## src/rtl/ext_mem_interface_pkg.sv

```systemverilog
// Constants and carrier types for the external memory interface
package ext_mem_interface_pkg;

    // ------------------------------------------------------------
    // Memory-map modes
    // ------------------------------------------------------------
    localparam logic [1:0] MODE_INTERNAL  = 2'h0;
    localparam logic [1:0] MODE_SPLIT_NB  = 2'h1;
    localparam logic [1:0] MODE_SPLIT_BS  = 2'h2;
    localparam logic [1:0] MODE_EXTERNAL  = 2'h3;

    // ------------------------------------------------------------
    // Configuration field positions and reset values
    // ------------------------------------------------------------
    localparam int CFG_MUX_BIT   = 4;
    localparam int CFG_MODE_LSB  = 2;
    localparam int CFG_ALE_LSB   = 0;
    localparam logic [7:0] CFG_RESET = 8'h03;

    localparam int TC_SETUP_LSB  = 6;
    localparam int TC_STROBE_LSB = 2;
    localparam int TC_HOLD_LSB   = 0;
    localparam logic [7:0] TC_RESET = 8'hff;

    // ------------------------------------------------------------
    // Fixed overhead in system-clock cycles, wrap width in bits and internal RAM size in bytes
    // ------------------------------------------------------------
    localparam int FIXED_OVERHEAD = 4;
    localparam int WRAP_BITS      = 12;
    localparam int INT_RAM_BYTES  = 512;

    // ------------------------------------------------------------
    // Carrier types
    // ------------------------------------------------------------
    typedef struct packed {
        logic       bus_mux_select;
        logic [1:0] memory_map_mode_field;
        logic [1:0] latch_strobe_width_field;
    } mem_cfg_t;

    typedef struct packed {
        logic [1:0] addr_setup_field;
        logic [3:0] strobe_width_field;
        logic [1:0] addr_hold_field;
    } bus_timing_t;

    typedef struct packed {
        logic        is_write;
        logic        is_16bit;
        logic        use_ptr_b;
        logic [7:0]  wdata;
    } xreq_t;

endpackage : ext_mem_interface_pkg

```

## src/rtl/ext_mem_interface_decode.sv

```systemverilog
// Effective-address and on/off-chip routing decode
module ext_mem_interface_decode #(
    parameter int INT_RAM_BYTES = ext_mem_interface_pkg::INT_RAM_BYTES
) (
    // Access description
    input  wire logic [1:0]  mode,
    input  wire logic        is_16bit,
    input  wire logic [15:0] data_pointer_reg,
    input  wire logic [7:0]  ext_data_ram_page_select,
    input  wire logic [7:0]  ind_ptr,
    // Result
    output logic [15:0] eff_addr,
    output logic        off_chip,
    output logic        drive_high
);

    logic [15:0] addr8;

    always_comb begin
        addr8    = {ext_data_ram_page_select, ind_ptr};
        eff_addr = is_16bit ? data_pointer_reg : addr8; // RQ8 RQ9 RQ16
        off_chip   = 1'b0;
        drive_high = 1'b1;
        case (mode)
            ext_mem_interface_pkg::MODE_INTERNAL: begin
                off_chip = 1'b0; // RQ7
            end
            ext_mem_interface_pkg::MODE_SPLIT_NB: begin
                off_chip = (32'(eff_addr) >= INT_RAM_BYTES); // RQ10 RQ12 RQ25
                drive_high = is_16bit; // RQ11
            end
            ext_mem_interface_pkg::MODE_SPLIT_BS: begin
                off_chip = (32'(eff_addr) >= INT_RAM_BYTES); // RQ12 RQ25
                drive_high = 1'b1; // RQ13
            end
            ext_mem_interface_pkg::MODE_EXTERNAL: begin
                off_chip   = 1'b1; // RQ14
                drive_high = is_16bit; // RQ15 RQ16
                if (!is_16bit) begin
                    eff_addr = {8'h00, ind_ptr}; // RQ15
                end
            end
            default: begin
                off_chip = 1'b0;
            end
        endcase
    end

endmodule : ext_mem_interface_decode

```

## src/rtl/ext_mem_interface_core.sv

```systemverilog
// External data memory interface: routing, bus muxing and bus timing
// ------------------------------------------------------------
// Functional notes
// RQ1 - Muxed mode shares eight pins for address/data
// RQ2 - Device drives the address-latch strobe
// RQ3 - Phase one: strobe high, low address out
// RQ4 - External latch holds from strobe fall
// RQ5 - Data owns shared pins at read/write strobe
// RQ6 - Non-muxed mode uses separate address, data pins
// RQ7 - Mode 00 goes on-chip, wraps at 4 kB
// RQ8 - Internal 8-bit: page select high, pointer low
// RQ9 - Internal 16-bit uses data pointer
// RQ10 - Mode 01 splits at internal size boundary
// RQ11 - Split no-bank 8-bit leaves upper pins undriven
// RQ12 - Split 16-bit drives all sixteen bits
// RQ13 - Mode 10 8-bit drives page and pointer
// RQ14 - Mode 11 all accesses go off-chip
// RQ15 - External 8-bit ignores page, upper undriven
// RQ16 - External 16-bit drives data pointer fully
// RQ17 - Setup, hold, strobe, latch widths programmable
// RQ18 - Access lasts parameters plus four cycles
// RQ19 - Muxed adds at least two strobe cycles
// RQ20 - Reset loads maximum setup and hold
// RQ21 - Mux select 0 muxed, 1 separate
// RQ22 - Latch width codes give 1 to 4 cycles
// RQ23 - Setup codes give 0 to 3 cycles
// RQ24 - On-chip accesses leave bus idle
// RQ25 - Internal size boundary is a parameter
// ------------------------------------------------------------
module ext_mem_interface_core #(
    parameter int INT_RAM_BYTES = ext_mem_interface_pkg::INT_RAM_BYTES,
    parameter int WRAP_BITS     = ext_mem_interface_pkg::WRAP_BITS
) (
    // Clock and reset
    input  wire logic        ref_clk,
    input  wire logic        rstn,
    // Configuration
    input  wire logic                  cfg_load,
    input  wire ext_mem_interface_pkg::mem_cfg_t    cfg_in,
    input  wire logic                  timing_load,
    input  wire ext_mem_interface_pkg::bus_timing_t timing_in,
    input  wire logic [7:0]            ext_data_ram_page_select,
    // Core request
    input  wire logic                  req_valid,
    input  wire ext_mem_interface_pkg::xreq_t       req,
    input  wire logic [15:0]           data_pointer_reg,
    input  wire logic [7:0]            indirect_pointer_a,
    input  wire logic [7:0]            indirect_pointer_b,
    output logic                       req_ready,
    output logic                       done,
    output logic [7:0]                 rdata,
    // On-chip data RAM port
    output logic                       iram_we,
    output logic                       iram_re,
    output logic [WRAP_BITS-1:0]       iram_addr,
    output logic [7:0]                 iram_wdata,
    input  wire logic [7:0]            iram_rdata,
    // Off-chip bus pins
    output logic [7:0]                 addr_hi_o,
    output logic                       addr_hi_oe,
    output logic [7:0]                 addr_lo_o,
    output logic                       addr_lo_oe,
    output logic [7:0]                 ad_o,
    output logic                       ad_oe,
    input  wire logic [7:0]            ad_i,
    output logic                       ale,
    output logic                       rd_n,
    output logic                       wr_n,
    // Status
    output ext_mem_interface_pkg::mem_cfg_t         cfg_out,
    output ext_mem_interface_pkg::bus_timing_t      timing_out
);

    typedef enum {
        ST_IDLE, ST_IRAM, ST_ALE_HI, ST_ALE_LO, ST_SETUP,
        ST_STROBE, ST_HOLD, ST_TAIL
    } state_t;

    state_t       state_reg;
    logic [3:0]   cnt_reg;
    logic [15:0]  addr_reg;
    logic         high_reg;
    logic         write_reg;
    logic [7:0]   wdata_reg;
    logic         mux_reg;

    logic [15:0]  eff_addr;
    logic         off_chip;
    logic         drive_high;
    logic [7:0]   ind_ptr;

    assign ind_ptr = req.use_ptr_b ? indirect_pointer_b : indirect_pointer_a;

    ext_mem_interface_decode #(
        .INT_RAM_BYTES (INT_RAM_BYTES)
    ) u_decode (
        .mode             (cfg_out.memory_map_mode_field),
        .is_16bit         (req.is_16bit),
        .data_pointer_reg (data_pointer_reg),
        .ext_data_ram_page_select (ext_data_ram_page_select),
        .ind_ptr          (ind_ptr),
        .eff_addr         (eff_addr),
        .off_chip         (off_chip),
        .drive_high       (drive_high)
    );

    // ------------------------------------------------------------
    // Configuration registers
    // ------------------------------------------------------------
    always_ff @(posedge ref_clk or negedge rstn) begin
        if (!rstn) begin
            cfg_out    <= ext_mem_interface_pkg::CFG_RESET[4:0];
            timing_out <= ext_mem_interface_pkg::TC_RESET; // RQ20
        end else begin
            if (cfg_load) begin
                cfg_out <= cfg_in; // RQ17
            end
            if (timing_load) begin
                timing_out <= timing_in; // RQ17
            end
        end
    end

    // ------------------------------------------------------------
    // Access sequencer
    // ------------------------------------------------------------
    assign req_ready = (state_reg == ST_IDLE);

    always_ff @(posedge ref_clk or negedge rstn) begin
        if (!rstn) begin
            state_reg <= ST_IDLE;
            cnt_reg   <= 4'h0;
            addr_reg  <= 16'h0000;
            high_reg  <= 1'b0;
            write_reg <= 1'b0;
            wdata_reg <= 8'h00;
            mux_reg   <= 1'b0;
        end else begin
            case (state_reg)
                ST_IDLE: begin
                    if (req_valid) begin
                        addr_reg  <= eff_addr;
                        high_reg  <= drive_high;
                        write_reg <= req.is_write;
                        wdata_reg <= req.wdata;
                        mux_reg   <= ~cfg_out.bus_mux_select; // RQ21
                        // Fixed overhead spans the decode and tail cycles
                        cnt_reg   <= 4'(ext_mem_interface_pkg::FIXED_OVERHEAD - 3); // RQ18
                        if (!off_chip) begin
                            state_reg <= ST_IRAM; // RQ24
                        end else if (!cfg_out.bus_mux_select) begin
                            cnt_reg   <= 4'(cfg_out.latch_strobe_width_field);
                            state_reg <= ST_ALE_HI; // RQ3
                        end else begin
                            cnt_reg   <= 4'(timing_out.addr_setup_field);
                            state_reg <= ST_SETUP;
                        end
                    end
                end
                ST_IRAM: begin
                    state_reg <= ST_IDLE;
                end
                ST_ALE_HI: begin
                    if (cnt_reg == 4'h0) begin
                        cnt_reg   <= 4'(cfg_out.latch_strobe_width_field);
                        state_reg <= ST_ALE_LO; // RQ4
                    end else begin
                        cnt_reg <= cnt_reg - 4'h1; // RQ22
                    end
                end
                ST_ALE_LO: begin
                    if (cnt_reg == 4'h0) begin
                        cnt_reg   <= 4'(timing_out.addr_setup_field);
                        state_reg <= ST_SETUP;
                    end else begin
                        cnt_reg <= cnt_reg - 4'h1; // RQ19
                    end
                end
                ST_SETUP: begin
                    if (cnt_reg == 4'h0) begin
                        cnt_reg   <= timing_out.strobe_width_field;
                        state_reg <= ST_STROBE;
                    end else begin
                        cnt_reg <= cnt_reg - 4'h1; // RQ23
                    end
                end
                ST_STROBE: begin
                    if (cnt_reg == 4'h0) begin
                        cnt_reg   <= 4'(timing_out.addr_hold_field);
                        state_reg <= ST_HOLD;
                    end else begin
                        cnt_reg <= cnt_reg - 4'h1; // RQ17
                    end
                end
                ST_HOLD: begin
                    if (cnt_reg == 4'h0) begin
                        // Minimum setup and hold cycles count as overhead
                        cnt_reg   <= 4'(ext_mem_interface_pkg::FIXED_OVERHEAD - 3);
                        state_reg <= ST_TAIL;
                    end else begin
                        cnt_reg <= cnt_reg - 4'h1;
                    end
                end
                ST_TAIL: begin
                    if (cnt_reg == 4'h0) begin
                        state_reg <= ST_IDLE; // RQ18
                    end else begin
                        cnt_reg <= cnt_reg - 4'h1;
                    end
                end
                default: begin
                    state_reg <= ST_IDLE;
                end
            endcase
        end
    end

    // ------------------------------------------------------------
    // Read data capture and completion
    // ------------------------------------------------------------
    always_ff @(posedge ref_clk or negedge rstn) begin
        if (!rstn) begin
            rdata <= 8'h00;
            done  <= 1'b0;
        end else begin
            done <= 1'b0;
            if (state_reg == ST_IRAM) begin
                done <= 1'b1;
                if (!write_reg) begin
                    rdata <= iram_rdata;
                end
            end
            if (state_reg == ST_STROBE && cnt_reg == 4'h0 && !write_reg) begin
                rdata <= ad_i;
            end
            if (state_reg == ST_TAIL && cnt_reg == 4'h0) begin
                done <= 1'b1;
            end
        end
    end

    // ------------------------------------------------------------
    // On-chip RAM port
    // ------------------------------------------------------------
    always_comb begin
        iram_addr  = addr_reg[WRAP_BITS-1:0]; // RQ7
        iram_wdata = wdata_reg;
        iram_we    = (state_reg == ST_IRAM) && write_reg;
        iram_re    = (state_reg == ST_IRAM) && !write_reg;
    end

    // ------------------------------------------------------------
    // Off-chip pins
    // ------------------------------------------------------------
    logic bus_active;
    logic strobe_on;

    always_comb begin
        bus_active = !(state_reg == ST_IDLE || state_reg == ST_IRAM); // RQ24
        strobe_on  = (state_reg == ST_STROBE);
        ale        = (state_reg == ST_ALE_HI); // RQ2 RQ3
        rd_n       = !(strobe_on && !write_reg);
        wr_n       = !(strobe_on && write_reg);
        addr_hi_o  = addr_reg[15:8];
        addr_hi_oe = bus_active && high_reg; // RQ11 RQ12 RQ13 RQ15
        addr_lo_o  = addr_reg[7:0];
        addr_lo_oe = bus_active && !mux_reg; // RQ6
        if (mux_reg) begin
            // Low address first, then data at the strobe
            if (state_reg == ST_ALE_HI || state_reg == ST_ALE_LO) begin
                ad_o  = addr_reg[7:0]; // RQ1 RQ3
                ad_oe = 1'b1;
            end else begin
                ad_o  = wdata_reg; // RQ5
                ad_oe = write_reg && bus_active && state_reg != ST_TAIL;
            end
        end else begin
            ad_o  = wdata_reg; // RQ6
            ad_oe = write_reg && bus_active && state_reg != ST_TAIL;
        end
    end

endmodule : ext_mem_interface_core

```

## config.mk

```make
export PLATFORM = sky130hd
export DESIGN_NAME = ext_mem_interface_core
export DESIGN_NICKNAME = d
export VERILOG_FILES = /design/src/rtl/ext_mem_interface_pkg.sv /design/src/rtl/ext_mem_interface_decode.sv /design/src/rtl/ext_mem_interface_core.sv
export SDC_FILE = /design/constraint.sdc
export NUM_CORES = 1
export LEC_CHECK = 0
export ABC_CLOCK_PERIOD_IN_PS = 2400
export BUFFER_PORTS_ARGS = -buffer_cell sky130_fd_sc_hd__buf_2
export CORE_ASPECT_RATIO = 0.5
export CORE_UTILIZATION = 45
export DETAILED_ROUTE_END_ITERATION = 10
export HOLD_SLACK_MARGIN = 0.03
export PLACE_DENSITY = 0.8
export SLEW_MARGIN = 20
export SYNTH_ARGS = -nofsm -noshare
export SYNTH_HDL_FRONTEND = slang
export SYNTH_SLANG_ARGS = --single-unit
```

## constraint.sdc

```tcl
create_clock -name ref_clk -period 2.4 [get_ports ref_clk]
set_input_delay 0.24 -clock ref_clk [delete_from_list [all_inputs] [get_ports ref_clk]]
set_output_delay 0.24 -clock ref_clk [all_outputs]
set_load 0.1 [all_outputs]
```

==> out/metrics.csv <==
metric;value;unit
status;finished, final reports clean;
WL per Instance;13.8;microns
CP Capture Type;flop;
Tot GR Track Use;22.5;%
post-synthesis cell area;3100;sq um
delay-heaviest family, CP;simple AND/OR/NAND/NOR gates;
Main synth FF type;dfrtp_1;
unrepaired setup endpoints after global routing;false;
max reg flops;16;
share of cells above drive strength 1;45.5;%
Fillers;568;
Mapped Cells;333;
leading area contributor after synthesis;dfrtp_1;
Seq/Total Area, Yosys;45.6;%
Max Root-Sink Buffers;2;
most common cell after layout, fill and taps aside;buf_2;
diodes inserted;0;
Die Span Y;60.7;microns
YS warnings;0;
HP Class;in -> reg;
Initial DRC Count;166;
maxcap violations;0;
vias per cell;5.04;
Crit path required time;2.57;ns
Clock Pin Slew Worst Setup and Hold Paths;0.07;ns
Routability Congestion;0.821;
# port buffers;159;
root buf cell;clkbuf_16;
design area;4070;sq um
final setup fails;0;
Max Fclk;459;MHz
Worst slew margin;57.2;%
highest-delay cell along the critical path;or3b_1;
Worst Tran Pin Value;0.643;ns
final hold violation count;0;
initial antenna violation count;0;
grt met2 use;39.4;%
EDFF count, synth;0;
final hold slack;0.136;ns
critical path startpoint category;flop;
NumNets Final;564;
FP Rows;20;
Critical Path Max Stage Delay;0.52;ns
# DRC;0;
CP arrival;2.35;ns
Via Count;2846;
vias in the first global route;2667;
dpl hpwl;5870;microns
dominant cells by area after synthesis;dfrtp_1 (37%), dfstp_2 (8.5%), mux2_2 (6.9%), nand2_1 (6.4%), mux2i_1 (5.8%);
Max H-tree Level;2;
Critical Path, Cell by Cell;inv_1, ha_1, or3b_1, or3_4, and2_4, o21ai_0, a211oi_2;
IO Count;160;
most frequent cells in the layout;buf_2 (158), nand2_1 (53), dfrtp_1 (46);
post-synthesis register bit count;56;
first-pass GRT wire length;12700;microns
minimum clock period;2.18;ns
Max Clock Skew;0.00696;ns
fin. max-slew vios;0;
M3 GR Usage;4.14;%
Post-Syn Nets;421;
Yosys cell types;48;
Mapped Avg Cell Area;9.31;sq um
Initial Util;48.8;%
ys async rst share;100;%
TritonCTS clock tree;yes;
total CTS buffers;5;
M1 GR Usage;29.0;%
clk_lat worst skew;0.29;ns
Post-DP Area;3900;sq um
Post-Route WL;7790;microns
TritonRoute pass-1 iters;4;
share of the synthesized area in the top cell type;37.1;%
Horiz. Die Dim;119;microns
DIE AREA;7240;sq um
Bufs and invs on worst path;1;
CP Class;reg -> reg;
core box area;6360;sq um
Area Growth Syn to Fin;31.4;%
largest net degree at the start of global routing;30;
Sink Count;56;
fin crit share;90.7;%
global route overflow;0;
GRT busiest layer;met2;
Worst Path Max Fanout;10;
Routed Antenna Nets;0;
-- routing by layer --
layer | vias to the layer above | routed length (microns)
met5 | - | 0
met4 | 0 | 106
met3 | 11 | 334
met2 | 63 | 3880
met1 | 1353 | 3480
li1 | 1419 | -
-- synthesized netlist by cell type, types with 2 or more instances --
master / count
nand3_1: 5
dfrtp_1: 46
mux2_2: 19
nor3b_1: 2
nand2b_1: 2
clkbuf_8: 2
nor4_1: 2
a31oi_1: 2
nand2_1: 53
inv_1: 9
o22ai_1: 2
a22oi_1: 7
ha_1: 3
buf_6: 2
and2_1: 2
buf_4: 12
buf_2: 4
and3_1: 2
nor2_1: 37
a21oi_1: 32
or3_1: 2
o21ai_0: 21
nor3_1: 3
clkbuf_1: 11
a22o_2: 2
dfstp_2: 10
mux2i_1: 18
-- area by class of cell --
| cell class | count | area, sq um | share of cell area, % |
|---|---|---|---|
| inverter | 9 | 33.8 | 0.829 |
| timing repair buffer | 168 | 893 | 21.9 |
| clock buffer | 8 | 156 | 3.84 |
| multi-input combinational | 236 | 1470 | 36.0 |
| sequential | 56 | 1410 | 34.7 |
| tap | 88 | 110 | 2.70 |
-- stage by stage --
step	TNS, ns	setup WS (ns)	util (%)	instances
after global placement	0	0.332	61.4	556
after global routing	0	0.0840	64.1	565
after floorplan	-0.928	-0.0883	-	333
after detailed placement	0	0.257	61.4	556
after CTS	0	0.147	64.0	565
final	0	0.222	64.1	565
-- logic make-up after synthesis --
kind of cell               Yosys count  share of synthesized area (%)
buffers and inverters               41                           7.71
AOI/OAI and AO/OA                   74                           14.1
xor gates and xnor gates             1                          0.283
and+or+nand+nor                    121                           18.3
muxes                               37                           12.7
DFF                                 56                           45.6
adders and majority gates            3                           1.21
-- what timing repair did --
action,4_1_cts,5_1_grt
hold buffers,1,0
gates resized for setup,0,1
endpoints found under the hold margin,19,0
endpoints found under the setup margin,0,8
setup buffers,0,0
-- worst paths after layout --
kind	endpoint	from	slack (ns)	depth (start not counted)
worst max-delay path	cnt_reg[0]	cnt_reg[0]	0.22	7
min in group asynchronous	rdata[6]	rstn	0.51	2
worst min register to register	iram_wdata[0]	iram_wdata[0]	0.49	2
max in group asynchronous	cfg_out[1]	rstn	1.24	3
worst min-delay path	iram_wdata[2]	req[2]	0.14	3
worst max register to register	cnt_reg[0]	cnt_reg[0]	0.22	7
-- worst min-delay path, stage by stage --
cell and delay [ns]:
buf_2 0.07, nand2_1 0.04, nand2_1 0.04
Power is not shown: default switching activity piles up to over one toggle a cycle in this logic, so the estimate is an artifact.
